$ cat src/common/bsd_params.svh
// Constants for the burner status display driver
`ifndef BSD_PARAMS_SVH
`define BSD_PARAMS_SVH

// Clock rate and timebase
`define BSD_CLK_HZ 50000000
`define BSD_TICK_TIME_MS 1

// Station address shown after power-up, in ms
`define BSD_ADDR_TIME_MS 10000

// Half period of every flashing lamp, in ms
`define BSD_FLASH_TIME_MS 250

// Dwell of each frame of a multi-frame code, in ms
`define BSD_FRAME_TIME_MS 1000

// Display format values for errors, trips and warnings; reset value is the 4-digit form
`define BSD_FMT_2DIGIT 1'b0
`define BSD_FMT_4DIGIT 1'b1
`define BSD_FMT_RESET `BSD_FMT_4DIGIT

// Frame counts of each presentation
`define BSD_FRAMES_ERR2 2'h2
`define BSD_FRAMES_WARN2 2'h1
`define BSD_FRAMES_ERR4 2'h3
`define BSD_FRAMES_IL4 2'h3
`define BSD_FRAMES_WARN4 2'h2

`endif

$ cat src/common/bsd_pkg.sv
// Types shared by the burner status display driver
package bsd_pkg;

	// Characters the two digits can show
	typedef enum logic [4:0] {
		CH_0 = 5'h00, CH_1 = 5'h01, CH_2 = 5'h02, CH_3 = 5'h03, CH_4 = 5'h04,
		CH_5 = 5'h05, CH_6 = 5'h06, CH_7 = 5'h07, CH_8 = 5'h08, CH_9 = 5'h09,
		CH_E = 5'h0A, CH_A = 5'h0B, CH_P = 5'h0C, CH_LO_O = 5'h0D, CH_F = 5'h0E,
		CH_R = 5'h0F, CH_UP_O = 5'h10, CH_I = 5'h11, CH_L = 5'h12, CH_BLANK = 5'h13
	} bsd_char_t;

	// Burner process phase from the sequencer
	typedef enum logic [2:0] {
		PH_STOP = 3'h0, PH_P1 = 3'h1, PH_P2 = 3'h2, PH_P3 = 3'h3,
		PH_P4 = 3'h4, PH_P5 = 3'h5, PH_P6 = 3'h6
	} bsd_phase_t;

	// Digit display source, highest priority first except MD_IL4, which outranks MD_ERR4
	typedef enum logic [2:0] {
		MD_ADDR = 3'h0, MD_ERR2 = 3'h1, MD_ERR4 = 3'h2, MD_IL4 = 3'h3,
		MD_WARN2 = 3'h4, MD_WARN4 = 3'h5, MD_STBY = 3'h6, MD_PROC = 3'h7
	} bsd_mode_t;

	// Lockout, warning and interlock trip report
	typedef struct packed {
		logic lockout;
		logic interlock;
		logic [3:0] il_input;
		logic [3:0] d2;
		logic [3:0] d1;
		logic [3:0] d0;
		logic warning;
		logic [3:0] w1;
		logic [3:0] w0;
	} bsd_fault_t;

	// Standby indications
	typedef struct packed {
		logic hitemp_end;
		logic flame_relay;
		logic comb_stby_set;
		logic comb_stby_closed;
		logic man_valve_set;
		logic man_valve_closed;
	} bsd_stby_t;

	// Discrete lamp sources
	typedef struct packed {
		logic startup;
		logic pilot_startup;
		logic setup_mode;
		logic test_run;
		logic writing;
		logic spark;
		logic pilot;
		logic main;
		logic flame;
		logic has_shutter;
		logic shutter_active;
		logic link_ok;
		logic il_normal;
		logic il_receiving;
		logic hitemp;
		logic [3:0] in_used;
		logic [3:0] in_shorted;
		logic [3:0] in_offdelay;
	} bsd_lamp_src_t;

	// Lamp outputs
	typedef struct packed {
		logic supply_lamp;
		logic run_lamp;
		logic test_write_lamp;
		logic lockout_lamp;
		logic spark_transformer_drive;
		logic pilot_valve_output;
		logic main_valve_output;
		logic detector_signal_lamp;
		logic shutter_lamp;
		logic link_lamp;
		logic interlock_lamp;
		logic hitemp_lamp;
		logic [3:0] input_lamp;
	} bsd_lamps_t;

	// Timebase state
	typedef struct packed {
		logic [15:0] pre_cnt;
		logic tick;
		logic [9:0] flash_cnt;
		logic flash;
		logic [9:0] frame_cnt;
		logic frame_step;
	} bsd_tb_state_t;

	// Main display state
	typedef struct packed {
		logic [13:0] addr_cnt;
		logic addr_done;
		bsd_mode_t mode;
		logic [1:0] frame;
		logic fmt4;
		logic lock_prev;
		logic post_reset;
		logic [6:0] seg_hi;
		logic [6:0] seg_lo;
		bsd_lamps_t lamps;
	} bsd_state_t;

endpackage

$ cat src/rtl/bsd_timebase.sv
// Shared prescaled timebase for flashing and frame stepping
`timescale 1ns/10ps
module bsd_timebase #(
	parameter int TICK_CYC = 50000,
	parameter int FLASH_TICKS = 250,
	parameter int FRAME_TICKS = 1000
) (
	// Clock and control
	input wire logic clk,
	input wire logic reset,
	input wire logic ce,
	// Timing outputs
	output logic tick,
	output logic flash,
	output logic frame_step
);
	import bsd_pkg::*;

	bsd_tb_state_t s_q;
	bsd_tb_state_t s_d;

	// Prescaler to one tick, then flash toggle and frame pulse
	always_comb
	begin
		s_d = s_q;
		s_d.tick = 1'b0;
		s_d.frame_step = 1'b0;
		if (s_q.pre_cnt == 16'(TICK_CYC - 1))
		begin
			s_d.pre_cnt = 16'h0000;
			s_d.tick = 1'b1;
		end
		else
			s_d.pre_cnt = s_q.pre_cnt + 16'h0001;
		if (s_q.tick)
		begin
			if (s_q.flash_cnt == 10'(FLASH_TICKS - 1))
			begin
				s_d.flash_cnt = 10'h000;
				s_d.flash = ~s_q.flash;
			end
			else
				s_d.flash_cnt = s_q.flash_cnt + 10'h001;
			if (s_q.frame_cnt == 10'(FRAME_TICKS - 1))
			begin
				s_d.frame_cnt = 10'h000;
				s_d.frame_step = 1'b1;
			end
			else
				s_d.frame_cnt = s_q.frame_cnt + 10'h001;
		end
	end

	// State register, frozen while ce is low
	always_ff @(posedge clk)
	begin
		if (reset)
			s_q <= '0;
		else if (ce)
			s_q <= s_d;
	end

	assign tick = s_q.tick;
	assign flash = s_q.flash;
	assign frame_step = s_q.frame_step;

endmodule // bsd_timebase

$ cat src/rtl/bsd_glyph.sv
// Seven-segment pattern encoder for the two display digits
`timescale 1ns/10ps
module bsd_glyph (
	// Characters
	input bsd_pkg::bsd_char_t char_hi,
	input bsd_pkg::bsd_char_t char_lo,
	// Segment patterns, bit 6 is g and bit 0 is a, high lights
	output logic [6:0] seg_hi,
	output logic [6:0] seg_lo
);
	import bsd_pkg::*;

	// Pattern lookup for one character
	function automatic logic [6:0] glyph(input bsd_char_t c);
		unique case (c)
			CH_0: glyph = 7'h3F;
			CH_1: glyph = 7'h06;
			CH_2: glyph = 7'h5B;
			CH_3: glyph = 7'h4F;
			CH_4: glyph = 7'h66;
			CH_5: glyph = 7'h6D;
			CH_6: glyph = 7'h7D;
			CH_7: glyph = 7'h07;
			CH_8: glyph = 7'h7F;
			CH_9: glyph = 7'h6F;
			CH_E: glyph = 7'h79;
			CH_A: glyph = 7'h77;
			CH_P: glyph = 7'h73;
			CH_LO_O: glyph = 7'h5C;
			CH_F: glyph = 7'h71;
			CH_R: glyph = 7'h50;
			CH_UP_O: glyph = 7'h3F;
			CH_I: glyph = 7'h10;
			CH_L: glyph = 7'h38;
			CH_BLANK: glyph = 7'h00;
			default: glyph = 7'h00;
		endcase
	endfunction

	// Both digits
	assign seg_hi = glyph(char_hi);
	assign seg_lo = glyph(char_lo);

endmodule // bsd_glyph

$ cat src/rtl/bsd_top.sv
// Front-panel digit and lamp driver for a burner control module
`timescale 1ns/10ps
`include "bsd_params.svh"

// How it works
// - Station address shown for ten seconds after power-up
// - Phase shown as blank or P1 to P6
// - oF after high-temp end, Fr for relay
// - OP when combustion standby set and open
// - oo when manual valve set and closed
// - Error code shown, process returns after reset
// - Setting picks 2-digit or 4-digit format
// - 2-digit: E+digit alternates process; warning EA
// - 4-digit trip: iL, input number, process
// - 4-digit error: E+digit, two digits, process
// - 4-digit warning: EA then two digits
// - Run lamp on at startup, flashes setup
// - Test-write lamp on test run, flashes write
// - Test-write lamp flashes for whole write
// - Lockout lamp on, blinks after reset, off
// - Ignition, valve, flame lamps follow signals
// - Shutter lamp flashes if shutter fitted and active
// - Link lamp healthy; interlock lamp flashes receiving
// - High-temp lamp on during 760 mode
// - Input lamps off, on, or flashing
// - Format resets to 4-digit form
module bsd_top #(
	parameter int TICK_CYCLES = (`BSD_CLK_HZ / 1000) * `BSD_TICK_TIME_MS,
	parameter int ADDR_TICKS = `BSD_ADDR_TIME_MS / `BSD_TICK_TIME_MS,
	parameter int FLASH_TICKS = `BSD_FLASH_TIME_MS / `BSD_TICK_TIME_MS,
	parameter int FRAME_TICKS = `BSD_FRAME_TIME_MS / `BSD_TICK_TIME_MS
) (
	// Clock and control
	input wire logic clk,
	input wire logic reset,
	input wire logic ce,
	// Configuration
	input wire logic [3:0] station_tens,
	input wire logic [3:0] station_ones,
	input wire logic fmt_write,
	input wire logic fmt_4digit,
	// Sequencer status
	input bsd_pkg::bsd_phase_t phase,
	input bsd_pkg::bsd_fault_t fault,
	input bsd_pkg::bsd_stby_t stby,
	input bsd_pkg::bsd_lamp_src_t lamp_src,
	// Display outputs
	output logic [6:0] seg_hi,
	output logic [6:0] seg_lo,
	output bsd_pkg::bsd_lamps_t lamps,
	output logic fmt_is_4digit,
	output logic addr_showing
);
	import bsd_pkg::*;

	// State and its next value
	bsd_state_t s_q;
	bsd_state_t s_d;
	// Timebase strobes
	logic tick;
	logic flash;
	logic frame_step;
	// Characters of the two digits, left one in the upper half
	logic [9:0] chars;
	bsd_char_t char_hi;
	bsd_char_t char_lo;
	// Segment patterns before the output register
	logic [6:0] glyph_hi;
	logic [6:0] glyph_lo;
	// Display source, its frame count and any standby code
	bsd_mode_t mode_sel;
	logic [1:0] frames;
	logic [10:0] stby_code;

	// Decimal digit to character, out of range blanks
	function automatic bsd_char_t digit_char(input logic [3:0] d);
		if (d > 4'h9)
			digit_char = CH_BLANK;
		else
			digit_char = bsd_char_t'({1'b0, d});
	endfunction

	// Process phase to its two characters
	function automatic logic [9:0] phase_chars(input bsd_phase_t p);
		if (p == PH_STOP)
			phase_chars = {CH_BLANK, CH_BLANK};
		else
			phase_chars = {CH_P, digit_char({1'b0, p})};
	endfunction

	// Standby code characters with a valid flag on top
	function automatic logic [10:0] stby_chars(input bsd_stby_t s);
		if (s.hitemp_end)
			stby_chars = {1'b1, CH_LO_O, CH_F};
		else if (s.flame_relay)
			stby_chars = {1'b1, CH_F, CH_R};
		else if (s.comb_stby_set && !s.comb_stby_closed)
			stby_chars = {1'b1, CH_UP_O, CH_P};
		else if (s.man_valve_set && s.man_valve_closed)
			stby_chars = {1'b1, CH_LO_O, CH_LO_O};
		else
			stby_chars = {1'b0, CH_BLANK, CH_BLANK};
	endfunction

	// Standby code of the present inputs
	assign stby_code = stby_chars(stby);

	// Shared flash and frame timebase
	bsd_timebase #(
		.TICK_CYC(TICK_CYCLES),
		.FLASH_TICKS(FLASH_TICKS),
		.FRAME_TICKS(FRAME_TICKS)
	) u_timebase (
		.clk(clk),
		.reset(reset),
		.ce(ce),
		.tick(tick),
		.flash(flash),
		.frame_step(frame_step)
	);

	// Segment encoding of the chosen characters
	bsd_glyph u_glyph (
		.char_hi(char_hi),
		.char_lo(char_lo),
		.seg_hi(glyph_hi),
		.seg_lo(glyph_lo)
	);

	// Digit source selection by fixed priority
	always_comb
	begin
		if (!s_q.addr_done)
			mode_sel = MD_ADDR;
		// Lockout takes the trip form only in 4-digit
		else if (fault.lockout && fault.interlock && s_q.fmt4)
			mode_sel = MD_IL4;
		else if (fault.lockout)
			mode_sel = s_q.fmt4 ? MD_ERR4 : MD_ERR2;
		// Warnings rank below lockout, above standby
		else if (fault.warning)
			mode_sel = s_q.fmt4 ? MD_WARN4 : MD_WARN2;
		else if (stby_code[10])
			mode_sel = MD_STBY;
		else
			mode_sel = MD_PROC;
	end

	// Number of frames of the current presentation
	always_comb
	begin
		unique case (s_q.mode)
			MD_ERR2: frames = `BSD_FRAMES_ERR2;
			MD_WARN2: frames = `BSD_FRAMES_WARN2;
			MD_ERR4: frames = `BSD_FRAMES_ERR4;
			MD_IL4: frames = `BSD_FRAMES_IL4;
			MD_WARN4: frames = `BSD_FRAMES_WARN4;
			// Address, standby and process hold one frame
			MD_ADDR, MD_STBY, MD_PROC: frames = 2'h1;
		endcase
	end

	// Characters for the current mode and frame
	always_comb
	begin
		// Last frame of error and trip codes keeps the process code
		chars = phase_chars(phase);
		unique case (s_q.mode)
			MD_ADDR:
				chars = {digit_char(station_tens), digit_char(station_ones)};
			MD_ERR2:
				if (s_q.frame == 2'h0)
					chars = {CH_E, digit_char(fault.d0)};
			MD_WARN2:
				chars = {CH_E, CH_A};
			MD_IL4:
				if (s_q.frame == 2'h0)
					chars = {CH_I, CH_L};
				else if (s_q.frame == 2'h1)
					chars = {CH_BLANK, digit_char(fault.il_input)};
			MD_ERR4:
				if (s_q.frame == 2'h0)
					chars = {CH_E, digit_char(fault.d2)};
				else if (s_q.frame == 2'h1)
					chars = {digit_char(fault.d1), digit_char(fault.d0)};
			MD_WARN4:
				if (s_q.frame == 2'h0)
					chars = {CH_E, CH_A};
				else
					chars = {digit_char(fault.w1), digit_char(fault.w0)};
			MD_STBY:
				chars = stby_code[9:0];
			MD_PROC:
				chars = phase_chars(phase);
		endcase
	end

	// Split into the two digit characters
	assign char_hi = bsd_char_t'(chars[9:5]);
	assign char_lo = bsd_char_t'(chars[4:0]);

	// Next state of display, format and lamps
	always_comb
	begin
		s_d = s_q;
		// Power-up address timer
		if (!s_q.addr_done && tick)
		begin
			if (s_q.addr_cnt == 14'(ADDR_TICKS - 1))
				s_d.addr_done = 1'b1;
			else
				s_d.addr_cnt = s_q.addr_cnt + 14'h0001;
		end
		// Format setting
		if (fmt_write)
			s_d.fmt4 = fmt_4digit;
		// Frame sequencing, restart on a new source
		s_d.mode = mode_sel;
		if (mode_sel != s_q.mode)
			s_d.frame = 2'h0;
		else if (frame_step)
		begin
			// Wrap after the last frame of the presentation
			if (s_q.frame + 2'h1 >= frames)
				s_d.frame = 2'h0;
			else
				s_d.frame = s_q.frame + 2'h1;
		end
		// Segments from the chosen characters
		s_d.seg_hi = glyph_hi;
		s_d.seg_lo = glyph_lo;
		// Lockout lamp after-reset tracking
		s_d.lock_prev = fault.lockout;
		if (s_q.lock_prev && !fault.lockout && (lamp_src.startup || lamp_src.pilot_startup))
			s_d.post_reset = 1'b1;
		else if (fault.lockout || !(lamp_src.startup || lamp_src.pilot_startup))
			s_d.post_reset = 1'b0;
		// Discrete lamps
		s_d.lamps.supply_lamp = 1'b1;
		s_d.lamps.run_lamp = lamp_src.startup | (lamp_src.setup_mode & flash);
		if (lamp_src.writing)
			s_d.lamps.test_write_lamp = flash;
		else
			s_d.lamps.test_write_lamp = lamp_src.test_run;
		// Lockout lamp
		if (fault.lockout)
			s_d.lamps.lockout_lamp = 1'b1;
		else
			s_d.lamps.lockout_lamp = s_q.post_reset & flash;
		// Lamps that follow their sources
		s_d.lamps.spark_transformer_drive = lamp_src.spark;
		s_d.lamps.pilot_valve_output = lamp_src.pilot;
		s_d.lamps.main_valve_output = lamp_src.main;
		s_d.lamps.detector_signal_lamp = lamp_src.flame;
		// Shutter, link and interlock lamps
		s_d.lamps.shutter_lamp = lamp_src.has_shutter & lamp_src.shutter_active & flash;
		s_d.lamps.link_lamp = lamp_src.link_ok;
		if (lamp_src.il_receiving)
			s_d.lamps.interlock_lamp = flash;
		else
			s_d.lamps.interlock_lamp = lamp_src.il_normal;
		// High-temperature mode lamp
		s_d.lamps.hitemp_lamp = lamp_src.hitemp;
		// Interlock input lamps
		for (int i = 0; i < 4; i++)
		begin
			if (!lamp_src.in_used[i])
				s_d.lamps.input_lamp[i] = 1'b0;
			else if (lamp_src.in_shorted[i] || lamp_src.in_offdelay[i])
				s_d.lamps.input_lamp[i] = 1'b1;
			else
				s_d.lamps.input_lamp[i] = flash;
		end
	end

	// State register, frozen while ce is low
	always_ff @(posedge clk)
	begin
		if (reset)
		begin
			// Address mode and 4-digit format after reset
			s_q <= '0;
			s_q.mode <= MD_ADDR;
			s_q.fmt4 <= `BSD_FMT_RESET;
		end
		else if (ce)
			s_q <= s_d;
	end

	// Outputs straight from the state register
	assign seg_hi = s_q.seg_hi;
	assign seg_lo = s_q.seg_lo;
	// Lamps and status
	assign lamps = s_q.lamps;
	assign fmt_is_4digit = s_q.fmt4;
	assign addr_showing = ~s_q.addr_done;

endmodule // bsd_top

$ cat config.mk
export PLATFORM = sky130hd
export DESIGN_NAME = bsd_top
export DESIGN_NICKNAME = d
export VERILOG_FILES = /design/src/common/bsd_pkg.sv /design/src/rtl/bsd_timebase.sv /design/src/rtl/bsd_glyph.sv /design/src/rtl/bsd_top.sv
export VERILOG_INCLUDE_DIRS = /design/src /design/src/common
export SDC_FILE = /design/constraint.sdc
export NUM_CORES = 1
export LEC_CHECK = 0
export BUFFER_PORTS_ARGS = -buffer_cell sky130_fd_sc_hd__buf_2
export CORE_MARGIN = 1.5
export CORE_UTILIZATION = 30
export DETAILED_ROUTE_END_ITERATION = 12
export MAX_ROUTING_LAYER = met4
export PLACE_DENSITY = 0.47
export SLEW_MARGIN = 20
export SYNTH_ARGS = -nofsm -noshare
export SYNTH_HDL_FRONTEND = slang
export SYNTH_HIERARCHICAL = 1
export SYNTH_SLANG_ARGS = --single-unit
$ cat constraint.sdc
create_clock -name clk -period 2.9 [get_ports clk]
set_clock_uncertainty 0.05 [all_clocks]
set_input_delay 0.58 -clock clk [delete_from_list [all_inputs] [get_ports clk]]
set_output_delay 0.58 -clock clk [all_outputs]
set_load 0.1 [all_outputs]
=== After elaboration in Yosys (flattened, before gate mapping) ===
Memories as Yosys holds them, arrays and structs flattened. A register that Yosys moved wholly into a read port is not among the register bits.
Index checks and enable logic that the tools add are counted.

* Memories: 3
* Bits in registers: 78
* ROM bits: 464
* Output and inout port bits: 32

* $lt $le $gt $ge: 10
* Add/subtract/negate cells: 5
* Bitwise operators: 8
* Eq/ne operators: 13
* Mux-type cells: 52
* Reductions and logical operators: 29

{| class="wikitable"
|+ Memories
! name !! words !! bits a word !! read ports !! clocked after memory_dff !! wr ports !! line !! RTL
|-
| (no name shown) || 32 || 7 || 1 || 1 || 0 || bsd_glyph.sv:15 || <nowiki>unique case (c)</nowiki>
|-
| (no name shown) || 32 || 7 || 1 || 1 || 0 || bsd_glyph.sv:15 ||
|-
| (no name shown) || 8 || 2 || 1 || 1 || 0 || bsd_top.sv:152 || <nowiki>unique case (s_q.mode)</nowiki>
|}

{| class="wikitable"
|+ Operators by type and width
! cell !! count
|-
| 2-to-1 mux 10 bit || 9
|-
| one-hot mux 10 bit (8 select lines) || 1
|-
| 2-to-1 mux 5 bit || 9
|-
| 2-to-1 mux 11 bit || 4
|-
| > comparator 4 bit (second input constant) || 8
|-
| adder 10 x 1 -> 10 bit (second input constant) || 2
|-
| 2-to-1 mux 1 bit || 18
|-
| adder 16 x 1 -> 16 bit (second input constant) || 1
|-
| == test 16 bit (second input constant) || 1
|-
| 2-to-1 mux 16 bit || 1
|-
| 2-to-1 mux 3 bit || 5
|-
| adder 14 x 1 -> 14 bit (second input constant) || 1
|-
| == test 14 bit (second input constant) || 1
|-
| == test 3 bit (second input constant) || 4
|-
| == test 10 bit (second input constant) || 1
|-
| == test 10 x 8 -> 1 bit (second input constant) || 1
|-
| 2-to-1 mux 2 bit || 5
|-
| AND reduction 3 bit || 3
|-
| AND reduction 2 bit || 4
|-
| logical AND 1 bit || 7
|-
| == test 3 x 2 -> 1 bit (second input constant) || 2
|-
| zero test 3 bit || 2
|-
| logical OR 1 bit || 6
|-
| bitwise AND 1 bit || 4
|-
| 11 further kinds || 17
|}

=== Depth between registers and ports, before layout ===
Gate-level depths: netlist (run 1).

* Word-level depth: 13
* Depth in mapped cells: 15

=== Cells and area by module ===
The synthesis (run 1) kept the hierarchy.

{| class="wikitable"
|+ By module, submodules not included
! module !! area each (um^2) !! instances !! sequential area each (um^2) !! cells an instance
|-
| bsd_top || 3,588.4 || 1 || 1,101.1 || 465
|-
| bsd_timebase || 1,781.7 || 1 || 780.7 || 205
|-
| bsd_glyph || 646.9 || 1 || 0.0 || 92
|}

=== Worst setup path before layout (run 1) ===
No wires, ideal clock.

* Kind: register to register
* From: register, netlist name s_q[33]
* To: register, netlist name seg_hi[3]
* Stages on the path, launching flop included: 15
* Path buffers: 2
* Setup slack: -189 ps
* Required time: 2,722 ps
* Data arrival time: 2,911 ps
* Clock period less this slack: 3,089 ps
* Setup time: 128 ps
* Path through: dfxtp_1 -> inv_1 -> ha_1 -> clkbuf_1 -> clkbuf_1 -> nor3b_1 -> o21ai_0 -> a31oi_1 -> inv_1 -> ha_1 -> inv_1 -> a2111oi_0 -> or3_1 -> mux2i_1 -> nor2_1

==> impl_summary.log, run 1 <==
INFO  metric status = complete, no violations
INFO  metric synth_seq_area_share = 0.3127
INFO  metric post_synth_inst_count = between 700 and 800
INFO  metric smallest_hold_slack = roughly 420 ps
INFO  metric wl_per_cell = 14.19 um
INFO  metric layout-area-overhead-vs-synth = 27.05%
INFO  metric synth_area_per_cell = ~7.9 sq um
INFO  metric routed-via-count = around 5700
INFO  metric min_path_type = register to register
INFO  metric setup.worst_path.class = register to register
INFO  metric timing.critical_path.to = seg_lo[1]$_SDFFE_PP0P_
INFO  metric htreeDepth = 3
INFO  metric timing.critical_path.arrival = around 3000 ps
INFO  metric finalCoreUtilization = 0.3902
INFO  metric start_util = 0.3071
INFO  metric synth_warnings = 6
INFO  metric worst_ir_drop_vdd = about 280 uV
INFO  metric crit_path_cell_trace = inv_1 > ha_4 > or3_1 > o2111a_1 > a31oi_2 > and3_4 > a31oi_4 > inv_2 > ha_4 > mux2_2 > a221o_1 > nand2_1 > mux2i_1 > nor2_1
INFO  metric total_power = roughly 0.0032 W
INFO  metric yosys-mux-area-fraction = 0.04866
INFO  metric hold_viol = 0
INFO  metric die-width = ~140 um
INFO  metric timing.rr.end = seg_lo[1]$_SDFFE_PP0P_
INFO  metric clock_tree_from_tritoncts = built
INFO  metric finalSetupViolCount = 0
INFO  metric layout_worst_path_cycle_share = 0.9568
INFO  metric timing.critical_path.buf_inv = 2
INFO  metric worstReg2RegStart = s_q[34]$_SDFFE_PP0P_
INFO  metric yosys.area_share.adder = 0.04783
INFO  metric grt_use_total = 0.1645
INFO  metric num-fill-cells = 2078
INFO  metric die_outline_area = around 0.021 sq mm
INFO  metric std_cell_rows = a little over 50
INFO  metric crit_cells = 14
INFO  metric dieHeight = between 100 and 150 um
INFO  metric antenna_violating_nets_post_route = 0
INFO  metric tns = 0 ps
INFO  metric postRouteWirelength = 16550 um
INFO  metric synth_simple_gate_area_frac = 0.2682
INFO  metric cts_hold_buffers = 0
INFO  metric drt_pre_antenna_iters = 4
INFO  metric number_of_global_route_vias_before_repair = 5222
INFO  metric async_s_r_ff_share_synth = 0
INFO  metric critical-path-slowest-cell = dfxtp_1
INFO  metric post-route-drc-count = 0
INFO  metric routabilityCongestion = roughly 0.9
INFO  metric insertion_delay = between 300 and 400 ps
INFO  metric cts_root_buf = clkbuf_16
INFO  metric prevailing_post_synth_register_cell = dfxtp_1
INFO  metric top_level_ports = roughly 110
INFO  metric cts_max_path_buffers = 2
INFO  metric critPathRequiredTime = between 3000 and 4000 ps
INFO  metric grt_pass1_wl = 26380 um
INFO  metric timing.max_cap.violations = 0
INFO  metric synth_top_family_by_area = simple AND/OR/NAND/NOR gates
INFO  metric worstSetupStartpointType = register
INFO  metric yosys.area_share.xor_xnor = 0.06987
INFO  metric antenna_found_initial = 0
INFO  metric layout-drive-gt1-share = 0.2775
INFO  metric worst_path_largest_cell_delay = between 300 and 400 ps
INFO  metric cellLeakagePower = 3.084 nW
INFO  metric synth-seq-cells = 94
INFO  metric drt-vias-per-instance = ~5
INFO  metric io_buffer_count = 107
INFO  metric critical-path-top-cell-by-count = ha_4
INFO  metric final_max_slew_viol_count = 0
INFO  metric end_kind = register
INFO  metric dr.first_iter.drc_count = 202
INFO  metric setup.worst_path.start = s_q[34]$_SDFFE_PP0P_
INFO  metric mappedNetlistArea = ~0.0060 sq mm
INFO  metric post-route-min-period = 2775 ps
INFO  metric max_freq = between 0.3 and 0.4 GHz
INFO  metric number_of_nets_in_the_final_layout = 995
INFO  metric cts_inserted_buffers = 9
INFO  metric detailedPlacementHpwl = between 10000 and 15000 um
INFO  metric global_route.overflow_total = 0
INFO  metric reg2regPathDepth = 14
INFO  metric worst_setup_hold_path_clk_slew = approximately 60 ps
INFO  metric grt_start_max_net_pins = 34
INFO  metric worstMarginPinSlew = approximately 620 ps
INFO  metric placement.setup.worst_slack = -213.8 ps
INFO  metric max_slew_margin = 0.5833
INFO  metric synth_fp_nets = about 860
INFO  metric ff2ff_setup_slack = 130 ps
INFO  metric synth-compound-area-share = 0.1703
INFO  metric cellPowerDensity = approximately 420 mW/mm^2
INFO  metric cts.sink_count = 94
INFO  metric post_synth_edffs = 0
INFO  metric diode_insertion_count_for_antenna_repair = 0
INFO  metric postLayoutSetupSlackWorst = between 100 and 150 ps
INFO  metric synth_cell_type_count = 73
INFO  metric cell_family_contributing_the_most_delay_on_the_critical_path = compound AO/OA/AOI/OAI gates
INFO  metric core-area = around 0.02 sq mm
INFO  metric timing.critical_path.fanout_max = 6
## cell usage in the layout, fill, tap and decap left out, types with 16 or more instances in the layout
master	instances
buf_4	78
nor3_1	16
ha_1	20
buf_2	107
xor2_1	16
nand3_1	20
o21ai_0	30
nand2_1	54
nor2_1	124
dfxtp_1	90
a21oi_1	37
nand4_1	18
inv_1	18
mux2i_1	27
xnor2_1	32
## metrics by stage
stage          instances  instance area (sq um)
5_1_grt             1166                   7645
3_3_place_gp        1149                   7169
6_report            1166                   7645
4_1_cts             1165                   7508
2_1_floorplan        762                   6053
3_5_place_dp        1149                   7169
## power by group
| group | internal (W) | leakage, nW | switching, W |
|---|---|---|---|
| combinational | 0.000201 | 2.16 | 0.000421 |
| clock | 0.000760 | 0.160 | 0.000520 |
| sequential | 0.00132 | 0.766 | 0.0000208 |
| total | 0.00228 | 3.08 | 0.000962 |
## routing by layer
layer	share of wire	global-route usage	up-vias
li1	-	-	2951
met1	0.49	0.2185	2621
met2	0.44	0.2579	136
met3	0.050	0.02848	17
met4	0.014	0.04359	0
met5	0	-	-
## cell usage after synthesis (8+ instances only)
| cell type | n | area, sq um |
|---|---|---|
| a211oi_1 | 8 | 60.06 |
| a21oi_1 | 37 | 185.2 |
| a31oi_1 | 10 | 62.56 |
| buf_2 | 9 | 45.04 |
| buf_4 | 32 | 240.2 |
| clkbuf_1 | 23 | 86.33 |
| dfxtp_1 | 94 | 1882 |
| ha_1 | 23 | 287.8 |
| inv_1 | 21 | 78.83 |
| mux2i_1 | 27 | 270.3 |
| nand2_1 | 54 | 202.7 |
| nand2b_1 | 9 | 56.30 |
| nand3_1 | 21 | 105.1 |
| nand4_1 | 18 | 112.6 |
| nor2_1 | 125 | 469.2 |
| nor2b_1 | 15 | 93.84 |
| nor3_1 | 18 | 90.09 |
| nor4_1 | 12 | 75.07 |
| o21ai_0 | 32 | 160.2 |
| or3_1 | 9 | 56.30 |
| xnor2_1 | 32 | 280.3 |
| xor2_1 | 16 | 140.1 |
## worst min-delay path, cell delays in order (launching register included)
cell	delay [ps]
dfxtp_1	320
nor2_1	40
nor2_1	70
## cells by family after synthesis
kind of cell | Yosys count
compound gates | 152
xor+xnor | 48
mux | 29
fa+ha+maj | 23
simple gates | 323
flops | 94
buf+inv | 93
## repair_timing
item	in CTS	in global routing
cloned	0	0
endpoints found under the setup margin	3	11
buffers inserted	0	1
pin swaps	0	10
gates resized for setup	6	28
## state kept, by name (all words and copies together) (netlist names)
signal / count
fmt_is_4digit: 1
u_timebase/flash: 1
u_timebase/tick: 1
seg_hi: 7
u_timebase/frame_step: 1
s_q: 22
seg_lo: 7
lamps: 16
u_timebase/s_q: 36
frames: 2
## cell type report
class | instances | area [sq um] | area share
Sequential cell | 94 | 1892 | 0.2475
Timing Repair Buffer | 192 | 1226 | 0.1604
Clock inverter | 7 | 96.34 | 0.01260
Clock buffer | 9 | 225.2 | 0.02946
Inverter | 24 | 90.09 | 0.01178
Multi-Input combinational cell | 575 | 3784 | 0.4949
Tap cell | 265 | 331.6 | 0.04337
## how the worst min path moves through the flow
stage,startpoint,to,cells after the start
after CTS,lamp_src[12],lamps[4]$_SDFFE_PP0P_,3
after floorplan,lamps[15]$_SDFFE_PP0P_,lamps[15]$_SDFFE_PP0P_,2
final,lamps[15]$_SDFFE_PP0P_,lamps[15]$_SDFFE_PP0P_,2
after global routing,lamp_src[21],lamps[11]$_SDFFE_PP0P_,3
after global placement,lamps[15]$_SDFFE_PP0P_,lamps[15]$_SDFFE_PP0P_,2
after detailed placement,lamps[15]$_SDFFE_PP0P_,lamps[15]$_SDFFE_PP0P_,2
(Power assumes the default switching activity.)
==> run 2: changes to the inputs <==
--- a/config.mk
+++ b/config.mk
@@ -6,12 +6,14 @@
 export SDC_FILE = /design/constraint.sdc
 export NUM_CORES = 1
 export LEC_CHECK = 0
+export ABC_AREA = 1
 export BUFFER_PORTS_ARGS = -buffer_cell sky130_fd_sc_hd__buf_2
 export CORE_MARGIN = 1.5
 export CORE_UTILIZATION = 30
 export DETAILED_ROUTE_END_ITERATION = 12
 export MAX_ROUTING_LAYER = met4
 export PLACE_DENSITY = 0.47
+export REMOVE_ABC_BUFFERS = 1
 export SLEW_MARGIN = 20
 export SYNTH_ARGS = -nofsm -noshare
 export SYNTH_HDL_FRONTEND = slang
==> run 2 against run 1 <==
  * Flip-flop and latch count stayed put
  * Fmax is 5.4% higher
  * Routed wire length is 3.5% higher
  * Final area is 5.5% lower
  * Power is 5.4% higher
  * Via count is 7.2% higher
==> impl_summary.log, run 2 <==
INFO  metric status = complete, no violations
INFO  metric critPathRequiredTime = 3090 ps (-40 ps)
INFO  metric layout_worst_path_cycle_share = 0.9077 (-0.04913)
INFO  metric std_cell_rows = 52 (+2.0%)
INFO  metric finalSetupViolCount = 0 (unchanged)
INFO  metric htreeDepth = 3 (unchanged)
INFO  metric synth_area_per_cell = 6.349 sq um (-20%)
INFO  metric post_synth_inst_count = 985 (+29%)
INFO  metric timing.max_cap.violations = 0 (unchanged)
INFO  metric critical-path-slowest-cell = dfxtp_1
INFO  metric clock_tree_from_tritoncts = built
INFO  metric synth_seq_area_share = 0.3009 (-0.01183)
INFO  metric number_of_global_route_vias_before_repair = 5869 (+12%)
INFO  metric setup.worst_path.class = register to register
INFO  metric largest_register_ffs = 36 (unchanged)
INFO  metric finalCoreUtilization = 0.3546 (-0.03567)
INFO  metric start_util = 0.3071 (about the same)
INFO  metric num-fill-cells = 2272 (+9.3%)
INFO  metric final_common_cell = nand2_1
INFO  metric worst_setup_hold_path_clk_slew = 70 ps (about the same)
INFO  metric die_outline_area = 0.02172 sq mm (+3.8%)
INFO  metric synth.top_cells.by_count = nand2_1 (212), nor2_1 (161), inv_1 (120)
INFO  metric wl_per_cell = 12.74 um (-10%)
INFO  metric post_synth_edffs = 0 (unchanged)
INFO  metric max_slew_margin = 0.6494 (+0.06602)
INFO  metric synth-seq-cells = 94 (unchanged)
INFO  metric synth_warnings = 6 (unchanged)
INFO  metric detailedPlacementHpwl = 13280 um (+4.3%)
INFO  metric cts_root_buf = clkbuf_16
INFO  metric yosysTopAreaCellShare = 0.3009 (-0.01183)
INFO  metric groute.layer.met3.usage = 0.02809 (-0.0003904)
INFO  metric routed-via-count = 6139 (+7.2%)
INFO  metric end_kind = register
INFO  metric cts_max_path_buffers = 2 (unchanged)
INFO  metric yosys.cell_count.top_type = nand2_1
INFO  metric grtUsageMet2 = 0.2845 (+0.02664)
INFO  metric tns = 0 ps (unchanged)
INFO  metric hold_viol = 0 (unchanged)
INFO  metric grt_start_max_net_pins = 55 (+62%)
INFO  metric cts_hold_buffers = 0 (unchanged)
INFO  metric antenna_found_initial = 1 (+1)
INFO  metric worstSetupStartpointType = register
INFO  metric cts.sink_count = 94 (unchanged)
INFO  metric worst_ir_drop_vdd = 267.5 uV (-6.0%)
INFO  metric most-common-layout-cells = nand2_1 (212), nor2_1 (160), inv_1 (117)
INFO  metric post-route-min-period = 2632 ps (-142.5 ps)
INFO  metric global_route.overflow_total = 0 (unchanged)
INFO  metric synth_top_cells_by_area = dfxtp_1 (30%), nand2_1 (13%), nor2_1 (9.7%), inv_1 (7.2%), o21ai_0 (6.3%)
INFO  metric placement.setup.worst_slack = 40.45 ps (+254.2 ps)
INFO  metric io_buffer_count = 107 (unchanged)
INFO  metric dpl_cells = 1326 (+15%)
INFO  metric timing.critical_path.buf_inv = 5 (+3)
INFO  metric cell_family_contributing_the_most_delay_on_the_critical_path = buffers and inverters
INFO  metric grt_setup_unrepaired = yes
INFO  metric dr.first_iter.drc_count = 241 (+19%)
INFO  metric crit_path_cell_trace = inv_1 > ha_1 > inv_2 > buf_4 > o21ai_0 > nand3_1 > o21ai_0 > inv_1 > nand4_1 > inv_1 > nand2_1 > o21ai_0 > nand2_1 > nor2_1 > nor2_1
INFO  metric min_path_type = input port to register
INFO  metric async_s_r_ff_share_synth = 0 (unchanged)
INFO  metric timing.critical_path.arrival = 2820 ps (-190 ps)
INFO  metric number_of_nets_in_the_final_layout = 1167 (+17%)
INFO  metric layout-drive-gt1-share = 0.1715 (-0.1060)
INFO  metric insertion_delay = 350 ps (about the same)
INFO  metric worst_path_largest_cell_delay = 390 ps (+60 ps)
INFO  metric layout-area-overhead-vs-synth = 15.47%
INFO  metric postRouteWirelength = 17120 um (+3.5%)
INFO  metric cts_inserted_buffers = 9 (unchanged)
INFO  metric synth_cell_type_count = 46 (-37%)
INFO  metric max_freq = 0.3799 GHz (+5.4%)
INFO  metric antenna_violating_nets_post_route = 0 (unchanged)
INFO  metric grt_use_total = 0.1660 (+0.001470)
INFO  metric dieHeight = 147.4 um (+1.9%)
INFO  metric prevailing_post_synth_register_cell = dfxtp_1
INFO  metric grt_pass1_wl = 28460 um (+7.9%)
INFO  metric finalNonFillerCells = 1344 (+15%)
INFO  metric postLayoutSetupSlackWorst = 267.6 ps (+142.5 ps)
INFO  metric global_route.usage.met1 = 0.2053 (-0.01312)
INFO  metric core-area = 0.02036 sq mm (+4.0%)
INFO  metric die-width = 147.4 um (+1.9%)
INFO  metric grt.busiest_layer = met2
INFO  metric worstMarginPinSlew = 529.6 ps (-95.38 ps)
INFO  metric cellLeakagePower = 3.256 nW (+5.6%)
INFO  metric final_max_slew_viol_count = 0 (unchanged)
INFO  metric timing.critical_path.fanout_max = 11 (+5)
INFO  metric top_level_ports = 108 (unchanged)
INFO  metric drt-vias-per-instance = 4.568 (-7.0%)
INFO  metric cellPowerDensity = 473.8 mW/mm^2 (+12%)
INFO  metric ff2ff_setup_slack = 270 ps (+140 ps)
INFO  metric post-route-drc-count = 0 (unchanged)
INFO  metric mappedNetlistArea = 0.006253 sq mm (+3.9%)
INFO  metric drt_pre_antenna_iters = 5 (+1)
INFO  metric synth.largest_area_cell = dfxtp_1
INFO  metric largest-register = u_timebase/s_q
INFO  metric routabilityCongestion = 0.8945 (-1.1%)
-- run 2: cell count changes in the layout (fill, tap and decap cells not counted), moves of 26 or more --
cell	previous run	this run
nand3_1	20	64
inv_1	18	117
buf_4	78	21
o21ai_0	30	79
nand2_1	54	212
nor2_1	124	160
mux2i_1	27	1
xnor2_1	32	1
-- run 2: final timing paths --
check / startpoint / endpoint / cells after the start
max: s_q[33]$_SDFFE_PP0P_ / seg_lo[5]$_SDFFE_PP0P_ / 15
min: lamp_src[21] / lamps[11]$_SDFFE_PP0P_ / 3
max reg2reg: s_q[33]$_SDFFE_PP0P_ / seg_lo[5]$_SDFFE_PP0P_ / 15
min reg2reg: lamps[13]$_SDFFE_PP0P_ / lamps[13]$_SDFFE_PP0P_ / 2
-- run 2: metrics by stage --
| step | hold WS [ps] | power [W] | instance area, sq um |
|---|---|---|---|
| after floorplan | 387.2 | 0.002014 | 5864 |
| after global placement | 399.9 | 0.002286 | 6908 |
| after detailed placement | 412.3 | 0.002283 | 6908 |
| after CTS | 396.5 | 0.003481 | 7201 |
| after global routing | 414.6 | 0.003622 | 7221 |
| final | 405.3 | 0.003421 | 7221 |
-- run 2: tightest hold or removal path, cell delays in order --
cell and delay, ps:
buf_2 70, nor2_1 30, nor2_1 80
-- run 2: layer usage --
layer / up-vias / routed length, um
li1: 3308 / -
met1: 2716 / 8210
met2: 105 / 8179
met3: 10 / 593
met4: 0 / 133
met5: - / 0
-- run 2: power by group --
group          internal (W)  switching (W)
clock              0.000603       0.000562
combinational      0.000245       0.000647
sequential          0.00134      0.0000281
total               0.00218        0.00124
-- run 2: area by class of cell --
type | instances | area (sq um) | share of cell area
Antenna cell | 1 | 2.502 | 0.0003466
Multi-Input combinational cell | 703 | 3500 | 0.4847
Clock inverter | 7 | 67.56 | 0.009357
Tap cell | 270 | 337.8 | 0.04679
Timing Repair Buffer | 129 | 713.2 | 0.09877
Sequential cell | 94 | 1882 | 0.2606
Clock buffer | 9 | 225.2 | 0.03119
Inverter | 131 | 493.0 | 0.06827
-- run 2: what timing repair did --
| item | CTS | global route |
|---|---|---|
| buffers inserted | 0 | 1 |
| hold endpoints to repair | 0 | 0 |
| setup endpoints to repair | 0 | 9 |
| gates resized for setup | 0 | 6 |
-- run 2: cell families after synthesis --
| family | share of synthesized area |
|---|---|
| buf+inv | 0.1411 |
| mux | 0.001601 |
| fa+ha+maj | 0.04602 |
| compound gates | 0.1415 |
| simple gates | 0.3563 |
| flops | 0.3009 |
| xor+xnor | 0.01261 |
==> run 3: changes to the inputs <==
--- a/config.mk
+++ b/config.mk
@@ -9,10 +9,10 @@
 export ABC_AREA = 1
 export BUFFER_PORTS_ARGS = -buffer_cell sky130_fd_sc_hd__buf_2
 export CORE_MARGIN = 1.5
-export CORE_UTILIZATION = 30
+export CORE_UTILIZATION = 45
 export DETAILED_ROUTE_END_ITERATION = 12
 export MAX_ROUTING_LAYER = met4
-export PLACE_DENSITY = 0.47
+export PLACE_DENSITY = 0.66
 export REMOVE_ABC_BUFFERS = 1
 export SLEW_MARGIN = 20
 export SYNTH_ARGS = -nofsm -noshare
==> constraint.sdc (replaced) <==
create_clock -name clk -period 2.2 [get_ports clk]
set_clock_uncertainty 0.05 [all_clocks]
set_input_delay 0.44 -clock clk [delete_from_list [all_inputs] [get_ports clk]]
set_output_delay 0.44 -clock clk [all_outputs]
set_load 0.1 [all_outputs]
==> run 3 against run 2 <==
  * The flow now finishes with violations (negative setup slack)
  * First-iteration DRC count rose by 93%
  * Fmax rose by 14%
  * Cell count about the same
  * Flip-flop and latch count unchanged
  * Sequential share of layout area shrank 3.3 points
  * Via count rose by 9.4%
  * Power grew 48%
  * Routed wire length is 3.1% lower
  * Setup slack got worse by 380 ps
  * Register-to-register slack worse by 380 ps
  * Critical path type unchanged
  * Non-clock buffer count grew 96
==> impl_summary.log, run 3 (synthesis results as in run 2) <==
INFO  metric layout-drive-gt1-share = 0.3022 (+0.1307)
INFO  metric violated_checks = negative setup slack
INFO  metric die_outline_area = 0.01461 sq mm (-33%)
INFO  metric wirelength_met1 = 7140 um (-13%)
INFO  metric cellLeakagePower = 3.808 nW (+17%)
INFO  metric most-common-layout-cells = nand2_1 (200), nor2_1 (147), buf_2 (108)
INFO  metric postLayoutSetupSlackWorst = -116.6 ps (-384.3 ps)
INFO  metric timing.critical_path.arrival = 2510 ps (-310 ps)
INFO  metric critical-path-top-cell-by-count = nor2_1
INFO  metric drt_pre_antenna_iters = 5 (unchanged)
INFO  metric die-width = 120.9 um (-18%)
INFO  metric hold_viol = 0 (unchanged)
INFO  metric core-area = 0.01340 sq mm (-34%)
INFO  metric cts_max_path_buffers = 2 (unchanged)
INFO  metric dieHeight = 120.9 um (-18%)
INFO  metric timing.max_cap.violations = 0 (unchanged)
INFO  metric wl_met2 = 8282 um (+1.3%)
INFO  metric final_max_slew_viol_count = 0 (unchanged)
INFO  metric finalSetupViolCount = 13 (+13)
INFO  metric cts_root_buf = clkbuf_16
INFO  metric number_of_nets_in_the_final_layout = 1263 (+8.2%)
INFO  metric final_common_cell = nand2_1
INFO  metric combPwrFrac = 0.310 (+0.049)
INFO  metric min_path_type = input port to register
INFO  metric global_route.overflow_total = 0 (unchanged)
INFO  metric max_slew_margin = 0.6593 (+0.009974)
INFO  metric end_kind = register
INFO  metric cts.sink_count = 94 (unchanged)
INFO  metric timing.critical_path.buf_inv = 5 (unchanged)
INFO  metric insertion_delay = 350 ps (about the same)
INFO  metric critical-path-slowest-cell = dfxtp_2
INFO  metric critPathRequiredTime = 2390 ps (-700 ps)
INFO  metric routed.top_layer = met4
INFO  metric num-fill-cells = 1246 (-45%)
INFO  metric tns = -889.4 ps (-889.4 ps)
INFO  metric timing.critical_path.fanout_max = 7 (-4)
INFO  metric layout_worst_path_cycle_share = 1.053 (+0.1453)
INFO  metric share_seq_of_total_power = 0.355 (-0.044)
INFO  metric grt_setup_unrepaired = yes
INFO  metric routabilityCongestion = 0.9311 (+4.1%)
INFO  metric cellPowerDensity = 610.9 mW/mm^2 (+29%)
INFO  metric worstMarginPinSlew = 514.5 ps (-15.06 ps)
INFO  metric top_level_ports = 108 (unchanged)
INFO  metric met3WireLength = 772 um (+30%)
INFO  metric worst_path_largest_cell_delay = 330 ps (-60 ps)
INFO  metric wl_per_cell = 12.33 um (-3.2%)
INFO  metric finalNonFillerCells = 1345 (+0.074%)
INFO  metric grt_pass1_wl = 27480 um (-3.4%)
INFO  metric clockPowerShare = 0.335 (-0.006)
INFO  metric start_util = 0.4667 (+0.1596)
INFO  metric postRouteWirelength = 16580 um (-3.1%)
INFO  metric detailedPlacementHpwl = 12350 um (-7.0%)
INFO  metric status = finished with violations
INFO  metric antenna_found_initial = 1 (unchanged)
INFO  metric p_sw = 0.001725 W (+39%)
INFO  metric max_freq = 0.4317 GHz (+14%)
INFO  metric finalCoreUtilization = 0.6185 (+0.2639)
INFO  metric largest-register = u_timebase/s_q
INFO  metric clock_tree_from_tritoncts = built
INFO  metric cts_hold_buffers = 0 (unchanged)
INFO  metric drt-vias-per-instance = 4.995 (+9.4%)
INFO  metric dpl_cells = 1312 (-1.1%)
INFO  metric layout-area-overhead-vs-synth = 32.53%
INFO  metric grt_start_max_net_pins = 27 (-51%)
INFO  metric setup.worst_path.class = register to register
INFO  metric number_of_global_route_vias_before_repair = 6312 (+7.5%)
INFO  metric p_sw_frac = 0.3407 (-0.02099)
INFO  metric worst_setup_hold_path_clk_slew = 70 ps (about the same)
INFO  metric largest_register_ffs = 36 (unchanged)
INFO  metric routed-via-count = 6718 (+9.4%)
INFO  metric worstSetupStartpointType = register
INFO  metric internal-power = 0.003338 W (+53%)
INFO  metric antenna_violating_nets_post_route = 0 (unchanged)
INFO  metric cts_inserted_buffers = 9 (unchanged)
INFO  metric post-route-min-period = 2317 ps (-315.7 ps)
INFO  metric cell_family_contributing_the_most_delay_on_the_critical_path = simple AND/OR/NAND/NOR gates
INFO  metric post-route-drc-count = 0 (unchanged)
INFO  metric std_cell_rows = 42 (-19%)
INFO  metric grt_use_total = 0.2367 (+0.07077)
INFO  metric io_buffer_count = 107 (unchanged)
INFO  metric worst_ir_drop_vdd = 578.3 uV (+120%)
INFO  metric dr.first_iter.drc_count = 466 (+93%)
INFO  metric crit_path_cell_trace = inv_2 > buf_6 > ha_4 > inv_6 > nand2_4 > nor2_4 > o22ai_2 > nor2_1 > nand4_1 > inv_2 > buf_6 > ha_2 > a21oi_1 > o21ai_1 > nand2_1 > nor2_1 > nor2_1
INFO  metric htreeDepth = 3 (unchanged)
run 3: changes by cell type in the layout (fill, tap and decap cells not counted), moves of 6 or more:
cell	previous run	this run
o21ai_0	79	63
buf_6	0	14
nand2_2	4	12
o21ai_1	2	14
ha_1	22	10
ha_4	0	11
nor2_2	7	14
nor2_1	160	147
buf_4	21	103
inv_1	117	107
nor2_4	4	10
nand2_1	212	200
run 3: per-stage QoR:
stage          total power (W)  hold slack, ps  worst slack, ps  area [sq um]
5_1_grt               0.005301           272.8           -260.5          8288
3_3_place_gp          0.003135           399.5           -270.2          7378
3_5_place_dp          0.003137           403.8           -321.3          7378
4_1_cts               0.004957           252.6           -94.09          7994
2_1_floorplan         0.002655           387.2           -450.4          5864
6_report              0.005063           257.4           -116.6          8288
run 3: timing repair:
action / CTS / global route
endpoints found under the setup margin: 14 / 14
setup buffers: 8 / 8
pin swaps: 35 / 55
gates cloned: 1 / 0
endpoints found under the hold margin: 0 / 0
resized for setup: 75 / 65
run 3: final timing paths:
kind	start	endpoint	slack [ps]	depth (start not counted)
setup reg to reg	s_q[34]$_SDFFE_PP0P_	seg_lo[2]$_SDFFE_PP0P_	-120	17
hold reg to reg	lamps[15]$_SDFFE_PP0P_	lamps[15]$_SDFFE_PP0P_	410	2
hold / removal	lamp_src[18]	lamps[8]$_SDFFE_PP0P_	260	3
setup / recovery	s_q[34]$_SDFFE_PP0P_	seg_lo[2]$_SDFFE_PP0P_	-120	17
run 3: cell type report:
type                            instances  area [sq um]  area share
Timing Repair Buffer                  225          1471      0.1775
Inverter                              131         515.5     0.06220
Clock inverter                          6         96.34     0.01162
Antenna cell                            1         2.502   0.0003019
Multi-Input combinational cell        703          3867      0.4666
Clock buffer                            9         225.2     0.02717
Tap cell                              176         220.2     0.02657
Sequential cell                        94          1889      0.2280
run 3: power groups by stage:
stage / Clock [W] / Sequential (W) / Combinational [W]
final: 0.00169 / 0.00180 / 0.00157
after detailed placement: 0 / 0.00183 / 0.00130
after global placement: 0 / 0.00183 / 0.00130
after global routing: 0.00180 / 0.00180 / 0.00170
after CTS: 0.00173 / 0.00180 / 0.00143
after floorplan: 0 / 0.00217 / 0.000481
run 3: metal layers:
metal | vias up | GRT usage
met5 | - | -
met4 | 0 | 0.07721
met3 | 34 | 0.04840
met2 | 168 | 0.4237
met1 | 3017 | 0.2633
li1 | 3499 | -
run 3: worst min-delay path: stages:
cell and delay, ps:
buf_2 70, nor2_1 30, nor2_1 80
